## src/include/ambr_pkg.sv

```systemverilog
// Function
// - Modulo correction on any working pointer
// - Bounds found by magnitude compare, not equality
// - Wrapped pointer written back only pre/post
// - Bit reverse only in X write generator
// - Only the modifier is bit reversed
// - Enable needs select not 15, bit, increment mode
// - Hold 15-bit pivot modifier
// - Word data, scaled pivot, address bit 0 clear
// - Byte or other modes give normal address
// - Pointer plus pivot, mode increment ignored
// - Bit reverse beats modulo in write generator
//
// Constants, register map and types of the address generator block.
// Assumes an APB master with 32-bit data and byte addresses.
package ambr_pkg;

  // Register byte offsets
  localparam logic [7:0] OFF_BREV_CTRL = 8'h00;
  localparam logic [7:0] OFF_CIRC_CTRL = 8'h04;
  localparam logic [7:0] OFF_MOD_START = 8'h08;
  localparam logic [7:0] OFF_MOD_END = 8'h0C;
  localparam logic [7:0] OFF_STATUS = 8'h10;

  // bit_reverse_control fields
  localparam int REV_EN_BIT = 15;
  localparam int PIVOT_W = 15;

  // circular_addressing_control fields
  localparam int MOD_SEL_LSB = 0;
  localparam int REV_SEL_LSB = 8;
  localparam int MOD_WR_EN_BIT = 14;
  localparam int MOD_RD_EN_BIT = 15;

  // Status fields
  localparam int ST_BITREV_BIT = 16;
  localparam int ST_WRAP_BIT = 17;

  // Reset values
  localparam logic [15:0] RST_BREV_CTRL = 16'h0000;
  localparam logic [15:0] RST_CIRC_CTRL = 16'h0F0F;
  localparam logic [15:0] RST_MOD_START = 16'h0000;
  localparam logic [15:0] RST_MOD_END = 16'hFFFF;

  // Pointer that can never be a bit-reversed pointer (stack)
  localparam logic [3:0] STACK_PTR_IDX = 4'hF;

  // Address steps in bytes
  localparam logic [15:0] STEP_BYTE = 16'h0001;
  localparam logic [15:0] STEP_WORD = 16'h0002;

  // Cycles from request to answer
  localparam int ANSWER_LATENCY = 1;

  typedef enum logic [2:0] {
    MODE_INDIRECT = 3'h0,
    MODE_POST_DEC = 3'h1,
    MODE_POST_INC = 3'h2,
    MODE_PRE_DEC = 3'h3,
    MODE_PRE_INC = 3'h4,
    MODE_OFFSET = 3'h5
  } ambr_mode_t;

endpackage : ambr_pkg

```

## src/rtl/ambr_addr_gen.sv

```systemverilog
// X data address generator: modulo correction and bit-reversed writes.
// Assumes requests come from the core on pclk; APB slave, zero wait.
`timescale 1ns/1ps
module ambr_addr_gen
(
  // Clock and reset
  input wire logic pclk,
  input wire logic presetn,
  // APB slave
  input wire logic psel,
  input wire logic penable,
  input wire logic pwrite,
  input wire logic [7:0] paddr,
  input wire logic [31:0] pwdata,
  output logic [31:0] prdata,
  output logic pready,
  output logic pslverr,
  // Address request from the core
  input wire logic req_valid,
  input wire logic req_write,
  input wire logic [3:0] req_ptr_idx,
  input wire logic [15:0] req_ptr,
  input wire logic [2:0] req_mode,
  input wire logic req_byte,
  input wire logic [15:0] req_offset,
  // Address answer
  output logic ea_valid,
  output logic [15:0] ea_addr,
  output logic ea_bitrev,
  output logic ea_wrapped,
  // Pointer write-back
  output logic wb_en,
  output logic [3:0] wb_idx,
  output logic [15:0] wb_value
);

  ////////////////////////////////////////////////////////////////////////////
  // Decode helpers

  function automatic logic mode_inc(input logic [2:0] m);
    mode_inc = (m == ambr_pkg::MODE_POST_INC) ||
               (m == ambr_pkg::MODE_PRE_INC);
  endfunction : mode_inc

  function automatic logic mode_dec(input logic [2:0] m);
    mode_dec = (m == ambr_pkg::MODE_POST_DEC) ||
               (m == ambr_pkg::MODE_PRE_DEC);
  endfunction : mode_dec

  function automatic logic mode_pre(input logic [2:0] m);
    mode_pre = (m == ambr_pkg::MODE_PRE_INC) ||
               (m == ambr_pkg::MODE_PRE_DEC);
  endfunction : mode_pre

  function automatic logic reg_hit(input logic [7:0] a,
                                   input logic [7:0] off);
    reg_hit = (a == off);
  endfunction : reg_hit

  ////////////////////////////////////////////////////////////////////////////
  // Registers

  logic [15:0] brev_ctrl_r;
  logic [15:0] circ_ctrl_r;
  logic [15:0] mod_start_r;
  logic [15:0] mod_end_r;
  logic [31:0] prdata_r;
  logic pslverr_r;

  logic apb_access;
  logic addr_ok;
  logic rev_en;
  logic [ambr_pkg::PIVOT_W-1:0] pivot_modifier;
  logic [3:0] rev_ptr_sel;
  logic [3:0] mod_ptr_sel;
  logic mod_rd_en;
  logic mod_wr_en;

  assign apb_access = psel && penable;
  assign addr_ok = reg_hit(paddr, ambr_pkg::OFF_BREV_CTRL) ||
                   reg_hit(paddr, ambr_pkg::OFF_CIRC_CTRL) ||
                   reg_hit(paddr, ambr_pkg::OFF_MOD_START) ||
                   reg_hit(paddr, ambr_pkg::OFF_MOD_END) ||
                   reg_hit(paddr, ambr_pkg::OFF_STATUS);

  assign rev_en = brev_ctrl_r[ambr_pkg::REV_EN_BIT];
  assign pivot_modifier = brev_ctrl_r[ambr_pkg::PIVOT_W-1:0];
  assign rev_ptr_sel = circ_ctrl_r[ambr_pkg::REV_SEL_LSB +: 4];
  assign mod_ptr_sel = circ_ctrl_r[ambr_pkg::MOD_SEL_LSB +: 4];
  assign mod_rd_en = circ_ctrl_r[ambr_pkg::MOD_RD_EN_BIT];
  assign mod_wr_en = circ_ctrl_r[ambr_pkg::MOD_WR_EN_BIT];

  // Zero wait: every access completes in its first access cycle
  assign pready = 1'b1;
  assign prdata = prdata_r;
  assign pslverr = pslverr_r;

  always_ff @(posedge pclk or negedge presetn)
  begin
    if (!presetn)
    begin
      brev_ctrl_r <= ambr_pkg::RST_BREV_CTRL;
      circ_ctrl_r <= ambr_pkg::RST_CIRC_CTRL;
      mod_start_r <= ambr_pkg::RST_MOD_START;
      mod_end_r <= ambr_pkg::RST_MOD_END;
    end
    else if (apb_access && pwrite)
    begin
      if (reg_hit(paddr, ambr_pkg::OFF_BREV_CTRL))
        brev_ctrl_r <= pwdata[15:0];
      if (reg_hit(paddr, ambr_pkg::OFF_CIRC_CTRL))
        circ_ctrl_r <= pwdata[15:0];
      if (reg_hit(paddr, ambr_pkg::OFF_MOD_START))
        mod_start_r <= pwdata[15:0];
      if (reg_hit(paddr, ambr_pkg::OFF_MOD_END))
        mod_end_r <= pwdata[15:0];
    end
  end

  // Read data and error are registered in the setup cycle
  always_ff @(posedge pclk or negedge presetn)
  begin
    if (!presetn)
    begin
      prdata_r <= 32'h00000000;
      pslverr_r <= 1'b0;
    end
    else if (psel && !penable)
    begin
      pslverr_r <= !addr_ok;
      prdata_r <= 32'h00000000;
      if (!pwrite)
      begin
        if (reg_hit(paddr, ambr_pkg::OFF_BREV_CTRL))
          prdata_r <= {16'h0000, brev_ctrl_r};
        if (reg_hit(paddr, ambr_pkg::OFF_CIRC_CTRL))
          prdata_r <= {16'h0000, circ_ctrl_r};
        if (reg_hit(paddr, ambr_pkg::OFF_MOD_START))
          prdata_r <= {16'h0000, mod_start_r};
        if (reg_hit(paddr, ambr_pkg::OFF_MOD_END))
          prdata_r <= {16'h0000, mod_end_r};
        if (reg_hit(paddr, ambr_pkg::OFF_STATUS))
          prdata_r <= {14'h0000, ea_wrapped, ea_bitrev, ea_addr};
      end
    end
  end

  ////////////////////////////////////////////////////////////////////////////
  // Bit-reversed path

  logic br_active;
  logic [ambr_pkg::PIVOT_W-1:0] br_field;
  logic [15:0] br_sum;

  // Write generator only, stack pointer excluded, word increment modes
  assign br_active = req_write && rev_en &&
                     (rev_ptr_sel != ambr_pkg::STACK_PTR_IDX) &&
                     (req_ptr_idx == rev_ptr_sel) &&
                     mode_inc(req_mode) &&
                     !req_byte;

  ambr_revcarry u_revcarry
  (
    .base (req_ptr[15:1]),
    .pivot (pivot_modifier),
    .sum (br_field)
  );

  // Pivot scaled to bytes by sitting above bit 0
  assign br_sum = {br_field, 1'b0};

  ////////////////////////////////////////////////////////////////////////////
  // Normal path with modulo correction

  logic [15:0] step;
  logic [15:0] raw_next;
  logic [15:0] raw_ea;
  logic [15:0] mod_len;
  logic mod_sel;
  logic hi_out;
  logic lo_out;
  logic wrap_ea;
  logic wrap_next;
  logic [15:0] fix_next;
  logic [15:0] fix_ea;

  assign step = req_byte ? ambr_pkg::STEP_BYTE : ambr_pkg::STEP_WORD;
  assign mod_len = 16'(mod_end_r - mod_start_r + 16'h0001);

  always_comb
  begin
    raw_next = req_ptr;
    if (mode_inc(req_mode))
      raw_next = 16'(req_ptr + step);
    else if (mode_dec(req_mode))
      raw_next = 16'(req_ptr - step);
  end

  always_comb
  begin
    raw_ea = req_ptr;
    if (mode_pre(req_mode))
      raw_ea = raw_next;
    else if (req_mode == ambr_pkg::MODE_OFFSET)
      raw_ea = 16'(req_ptr + req_offset);
  end

  // Any pointer may be the circular one; bit reverse masks it on writes
  assign mod_sel = (req_ptr_idx == mod_ptr_sel) &&
                   (req_write ? (mod_wr_en && !br_active)
                              : mod_rd_en);

  // Magnitude compares so oversized steps still wrap
  assign hi_out = (req_mode == ambr_pkg::MODE_OFFSET) ?
                  (raw_ea > mod_end_r) : (raw_next > mod_end_r);
  assign lo_out = (req_mode == ambr_pkg::MODE_OFFSET) ?
                  (raw_ea < mod_start_r) : (raw_next < mod_start_r);

  always_comb
  begin
    fix_next = raw_next;
    wrap_next = 1'b0;
    if (mod_sel && mode_inc(req_mode) && hi_out)
    begin
      fix_next = 16'(raw_next - mod_len);
      wrap_next = 1'b1;
    end
    else if (mod_sel && mode_dec(req_mode) && lo_out)
    begin
      fix_next = 16'(raw_next + mod_len);
      wrap_next = 1'b1;
    end
  end

  always_comb
  begin
    fix_ea = raw_ea;
    wrap_ea = 1'b0;
    if (mode_pre(req_mode))
    begin
      fix_ea = fix_next;
      wrap_ea = wrap_next;
    end
    else if (mod_sel && (req_mode == ambr_pkg::MODE_OFFSET))
    begin
      // Access uses the corrected address, pointer stays put
      if (hi_out)
      begin
        fix_ea = 16'(raw_ea - mod_len);
        wrap_ea = 1'b1;
      end
      else if (lo_out)
      begin
        fix_ea = 16'(raw_ea + mod_len);
        wrap_ea = 1'b1;
      end
    end
  end

  ////////////////////////////////////////////////////////////////////////////
  // Answer registers, one cycle after the request

  always_ff @(posedge pclk or negedge presetn)
  begin
    if (!presetn)
    begin
      ea_valid <= 1'b0;
      ea_addr <= 16'h0000;
      ea_bitrev <= 1'b0;
      ea_wrapped <= 1'b0;
    end
    else
    begin
      ea_valid <= req_valid;
      if (req_valid && br_active)
      begin
        // Pointer and result stay in normal order, bit 0 forced low
        ea_addr <= mode_pre(req_mode) ? br_sum
                                      : {req_ptr[15:1], 1'b0};
        ea_bitrev <= 1'b1;
        ea_wrapped <= 1'b0;
      end
      else if (req_valid)
      begin
        ea_addr <= fix_ea;
        ea_bitrev <= 1'b0;
        ea_wrapped <= wrap_ea || (wrap_next && !mode_pre(req_mode));
      end
    end
  end

  always_ff @(posedge pclk or negedge presetn)
  begin
    if (!presetn)
    begin
      wb_en <= 1'b0;
      wb_idx <= 4'h0;
      wb_value <= 16'h0000;
    end
    else
    begin
      // Only pre and post modify modes update the pointer
      wb_en <= req_valid && (mode_inc(req_mode) || mode_dec(req_mode));
      if (req_valid)
      begin
        wb_idx <= req_ptr_idx;
        wb_value <= br_active ? br_sum : fix_next;
      end
    end
  end

  ////////////////////////////////////////////////////////////////////////////
  // Checks

  property p_offset_no_wb;
    @(posedge pclk) disable iff (!presetn)
    req_valid && (req_mode == ambr_pkg::MODE_OFFSET) |=> !wb_en;
  endproperty
  a_offset_no_wb: assert property (p_offset_no_wb)
    else $error("offset mode wrote the pointer back");

  property p_read_no_bitrev;
    @(posedge pclk) disable iff (!presetn)
    req_valid && !req_write |=> !ea_bitrev;
  endproperty
  a_read_no_bitrev: assert property (p_read_no_bitrev)
    else $error("bit reverse used on a read");

  property p_stack_excluded;
    @(posedge pclk) disable iff (!presetn)
    req_valid && (req_ptr_idx == ambr_pkg::STACK_PTR_IDX) |=> !ea_bitrev;
  endproperty
  a_stack_excluded: assert property (p_stack_excluded)
    else $error("bit reverse used on the stack pointer");

  property p_byte_normal;
    @(posedge pclk) disable iff (!presetn)
    req_valid && (req_byte || !mode_inc(req_mode)) |=> !ea_bitrev;
  endproperty
  a_byte_normal: assert property (p_byte_normal)
    else $error("bit reverse on byte or wrong mode");

  property p_bitrev_lsb;
    @(posedge pclk) disable iff (!presetn)
    ea_valid && ea_bitrev |-> !ea_addr[0] && (!wb_en || !wb_value[0]);
  endproperty
  a_bitrev_lsb: assert property (p_bitrev_lsb)
    else $error("bit reversed address with bit 0 set");

  property p_bitrev_update;
    @(posedge pclk) disable iff (!presetn)
    req_valid && br_active |=> ea_bitrev && wb_en &&
      (wb_value == $past(br_sum));
  endproperty
  a_bitrev_update: assert property (p_bitrev_update)
    else $error("bit reversed pointer not pointer plus pivot");

  property p_bitrev_no_wrap;
    @(posedge pclk) disable iff (!presetn)
    ea_valid && ea_bitrev |-> !ea_wrapped;
  endproperty
  a_bitrev_no_wrap: assert property (p_bitrev_no_wrap)
    else $error("modulo applied under bit reverse");

  property p_wrap_in_range;
    @(posedge pclk) disable iff (!presetn)
    ea_valid && ea_wrapped && wb_en |->
      (wb_value >= mod_start_r) && (wb_value <= mod_end_r);
  endproperty
  a_wrap_in_range: assert property (p_wrap_in_range)
    else $error("wrapped pointer outside the buffer");

  property p_answer_latency;
    @(posedge pclk) disable iff (!presetn)
    req_valid |=> ea_valid ##1 (ea_valid == $past(req_valid));
  endproperty
  a_answer_latency: assert property (p_answer_latency)
    else $error("answer not one cycle after request");

endmodule : ambr_addr_gen

```

## src/rtl/ambr_revcarry.sv

```systemverilog
// Reverse-carry adder for the 15-bit bit-reversed pointer field.
// Assumes operands already sit in normal bit order.
`timescale 1ns/1ps
module ambr_revcarry
(
  // Operands
  input wire logic [ambr_pkg::PIVOT_W-1:0] base,
  input wire logic [ambr_pkg::PIVOT_W-1:0] pivot,
  // Result
  output logic [ambr_pkg::PIVOT_W-1:0] sum
);

  logic [ambr_pkg::PIVOT_W-1:0] base_rev;
  logic [ambr_pkg::PIVOT_W-1:0] pivot_rev;
  logic [ambr_pkg::PIVOT_W-1:0] sum_rev;

  ////////////////////////////////////////////////////////////////////////////
  // Mirror in, add, mirror out: carries run from msb toward lsb
  genvar i;
  generate
    for (i = 0; i < ambr_pkg::PIVOT_W; i = i + 1)
    begin : g_mirror
      assign base_rev[i] = base[ambr_pkg::PIVOT_W-1-i];
      assign pivot_rev[i] = pivot[ambr_pkg::PIVOT_W-1-i];
      assign sum[i] = sum_rev[ambr_pkg::PIVOT_W-1-i];
    end
  endgenerate

  // Carry out of the field is dropped
  assign sum_rev = base_rev + pivot_rev;

endmodule : ambr_revcarry

```

## config.mk

```make
export PLATFORM = sky130hd
export DESIGN_NAME = ambr_addr_gen
export DESIGN_NICKNAME = d
export VERILOG_FILES = /design/src/include/ambr_pkg.sv /design/src/rtl/ambr_addr_gen.sv /design/src/rtl/ambr_revcarry.sv
export SDC_FILE = /design/constraint.sdc
export NUM_CORES = 1
export LEC_CHECK = 0
export BUFFER_PORTS_ARGS = -buffer_cell sky130_fd_sc_hd__buf_4
export CAP_MARGIN = 20
export CORE_ASPECT_RATIO = 1.75
export CORE_UTILIZATION = 34
export CTS_CLUSTER_SIZE = 20
export DETAILED_ROUTE_END_ITERATION = 10
export SYNTH_ARGS = -nofsm -noshare
export SYNTH_HDL_FRONTEND = slang
export SYNTH_SLANG_ARGS = --single-unit
```

## constraint.sdc

```tcl
create_clock -name pclk -period 13.85 [get_ports pclk]
set_input_delay 2.0775 -clock pclk [delete_from_list [all_inputs] [get_ports pclk]]
set_output_delay 2.0775 -clock pclk [all_outputs]
set_load 0.005 [all_outputs]
```

==> run_results.csv <==
group,metric,value,unit
sta,fin_hold_ws,0.484,ns
routing,wl_per_cell,25.3,um
worst_setup_path,critPathMaxFanout,13,
clocking,cts-resized-gates,0,
final_layout,layout.nets,1946,
sta,tns,0,ns
logic_synthesis,synth_common_cells,"ha_1, a21oi_1, inv_1, nor2_1, nand2_1",
pwr,vdd_ir_drop_max,0.119,mV
routing,viasPerCell,6.02,
sta,finalMaxSlewViolations,0,
floorplanning,rows,96,
clocking,cts_tree,"built",
sta,max_freq,108,MHz
floorplanning,die_y,266,um
clocking,cts_root_buffer,"clkbuf_16",
placed_design,placed_cells,2135,
pwr,report.power.total,1.53,mW
logic_synthesis,yosys_warnings,0,
logic_synthesis,ys.flop_type,"dfrtp_1",
floorplanning,coreArea,0.0392,mm2
routing,drtPass1Iterations,7,
grt,track_usage,27.5,%
routing,ant_nets,0,
grt,antenna_found_initial,1,
worst_setup_path,critPathCaptureType,"flop",
placed_design,port_buffers,129,
worst_setup_path,cp.arrival,9.64,ns
sta,worst_slew_pin_slew,1.08,ns
logic_synthesis,synth_top_area_cell,"dfrtp_1",
logic_synthesis,synth_edf_count,0,
logic_synthesis,synth_seq_cells,123,
final_layout,fin_util,39.8,%
logic_synthesis,syn-mean-instance-area,8.66,um2
worst_setup_path,cp-start-kind,"input pin",
worst_hold_path,hold_path_class,"flop to flop",
final_layout,ff_latch_area,0.00311,mm2
final_layout,final_cell_count_no_fill,2170,
placed_design,place_area,0.0150,mm2
logic_synthesis,synthTopCellsByArea,"dfrtp_1, ha_1, mux2_2",
placed_design,pre_cts_ws,4.39,ns
worst_setup_path,crit_type,"input pin to flop",
grt,grt-ovfl-total,0,
sta,layout_min_cycle_time,9.27,ns
status,outcome,"finished, final reports clean",
logic_synthesis,synthCells,1559,
sta,min_period_over_period,66.9,%
sta,finalClockSkew,0.00855,ns
routing,routed_wl,54.9,mm
grt,grt_max_degree,74,
logic_synthesis,yosysUniqueCellTypes,78,
placed_design,place.gp.congestion,0.967,
floorplanning,fp.dieW,153,um
clocking,postCtsSetupBuffers,0,
routing,drc_errors,0,
logic_synthesis,synth_top_area_share,18.3,%
final_layout,nFillCells,3973,
clocking,clockBufferDepth,2,
sta,max_slew_margin,27.8,%
final_layout,multi_input_area,0.00969,mm2
worst_setup_path,critPathRequiredTime,14.22,ns
logic_synthesis,synth_most_common_cell,"ha_1",
sta,rsz0062_at_grt,"false",
clocking,htreeDepth,4,
routing,vias,13100,
sta,setup_viol_count_final,0,
logic_synthesis,seq_area_frac_synth,23.0,%
final_layout,final_area,0.0156,mm2
placed_design,place_hpwl,44.8,mm
clocking,clkSinkCount,123,
clocking,clkTransAtPathRegs,0.06,ns
logic_synthesis,synth_area,0.0135,mm2
final_layout,final_layout_size_suffix_gt1_share,19.4,%
sta,hold_viol,0,
clocking,worstSkewPairLatency,0.43,ns
run,maxCapViolCount,0,
routing,drt_iter0_drc,921,
grt,grt_pass1_vias,13500,
grt,grt_first_pass_wirelength,82.7,mm
clocking,cts_made_buffers,17,
floorplanning,initial_core_util,34.5,%
final_layout,area_delta_synth_final,15.4,%
sta,setup_ws,4.58,ns
logic_synthesis,synthArstFlopShare,100,%
floorplanning,die_area,0.0406,mm2
clocking,holdBufCountCts,0,
pwr,p_per_area,98.0,mW/mm2
floorplanning,ios,161,
pwr,p_leak,6.89,nW
[layout by cell type, fill, tap and decap left out, types with 16 or more instances in the layout]
| cell type | count |
|---|---|
| nand3_1 | 27 |
| nor3_1 | 48 |
| mux4_2 | 17 |
| nand2b_1 | 16 |
| a31oi_1 | 19 |
| mux2_2 | 73 |
| or3_1 | 18 |
| xor2_1 | 26 |
| nor2_1 | 109 |
| buf_4 | 150 |
| clkbuf_16 | 17 |
| nand2_1 | 105 |
| o21ai_0 | 81 |
| a21oi_1 | 116 |
| o21bai_1 | 20 |
| ha_1 | 184 |
| dfrtp_1 | 99 |
| inv_1 | 109 |
| a22oi_1 | 21 |
| a211oi_1 | 18 |
| xnor2_1 | 53 |
| dfstp_2 | 24 |
| a21o_1 | 24 |
[final timing paths]
kind / from / slack (ns) / to / depth (start not counted)
worst max-delay path: req_ptr[0] / 4.58 / wb_value[9]$_DFFE_PN0P_ / 21
worst min-delay path: prdata[9]$_DFFE_PN0P_ / 0.48 / prdata[9]$_DFFE_PN0P_ / 2
worst max register to register: mod_end_r[1]$_DFFE_PN1P_ / 7.96 / ea_addr[13]$_DFFE_PN0P_ / 21
worst min register to register: prdata[9]$_DFFE_PN0P_ / 0.48 / prdata[9]$_DFFE_PN0P_ / 2
max in group asynchronous: presetn / 10.72 / prdata[4]$_DFFE_PN0P_ / 2
min in group asynchronous: presetn / 1.67 / wb_value[12]$_DFFE_PN0P_ / 1
[metal layers]
layer  routed length [um]  global-route usage [%]  up-vias
li1                     -                       -     5972
met1                19600                    28.0     6406
met2                28500                    50.7      521
met3                 2350                    3.39      173
met4                 4440                    21.8        0
met5                    0                       0        -
[worst max-delay path: stages]
cell and delay, ns:
buf_4 0.13, ha_1 0.23, fa_1 0.42, a21o_1 0.17, a21oi_1 0.38, o21ai_0 0.26, a211oi_1 0.50, o31ai_1 0.20
xor2_1 0.18, a21oi_1 0.14, a21oi_1 0.53, ha_1 0.36, nand4_1 0.42, o221ai_1 0.53, o21ai_0 0.61, o31a_1 0.78
nor2_2 0.32, nor2_2 0.45, a22oi_1 0.20, a21oi_1 0.48, mux2_2 0.24
[power by group]
| part | switching, mW | leakage [nW] | internal [mW] |
|---|---|---|---|
| clock network | 0.169 | 0.288 | 0.283 |
| registers | 0.0219 | 1.54 | 0.380 |
| logic | 0.409 | 5.06 | 0.264 |
[cell families after synthesis]
group	synth area share, %
buf+inv	5.89
simple gates	14.7
mux	9.81
fa+ha+maj	18.4
xor+xnor	5.24
other cells	0.0556
compound gates	22.9
flops	23.0
[cell type report]
class | count | share of cell area, %
inverters | 109 | 2.62
multi-input cells | 1263 | 62.1
clock buffers | 22 | 3.11
flip-flops and latches | 123 | 19.9
clock inverters | 10 | 0.738
repair buffers | 152 | 7.50
well taps | 490 | 3.93
diodes | 1 | 0.0161
[sequential cells by signal, indices dropped and copies added, names as in the netlist]
register,flops
prdata,18
brev_ctrl_r,16
circ_ctrl_r,16
ea_addr,16
mod_end_r,16
mod_start_r,16
wb_value,16
wb_idx,4
ea_bitrev,1
ea_valid,1
ea_wrapped,1
pslverr,1
wb_en,1
Power figures use the tool's default switching activity.
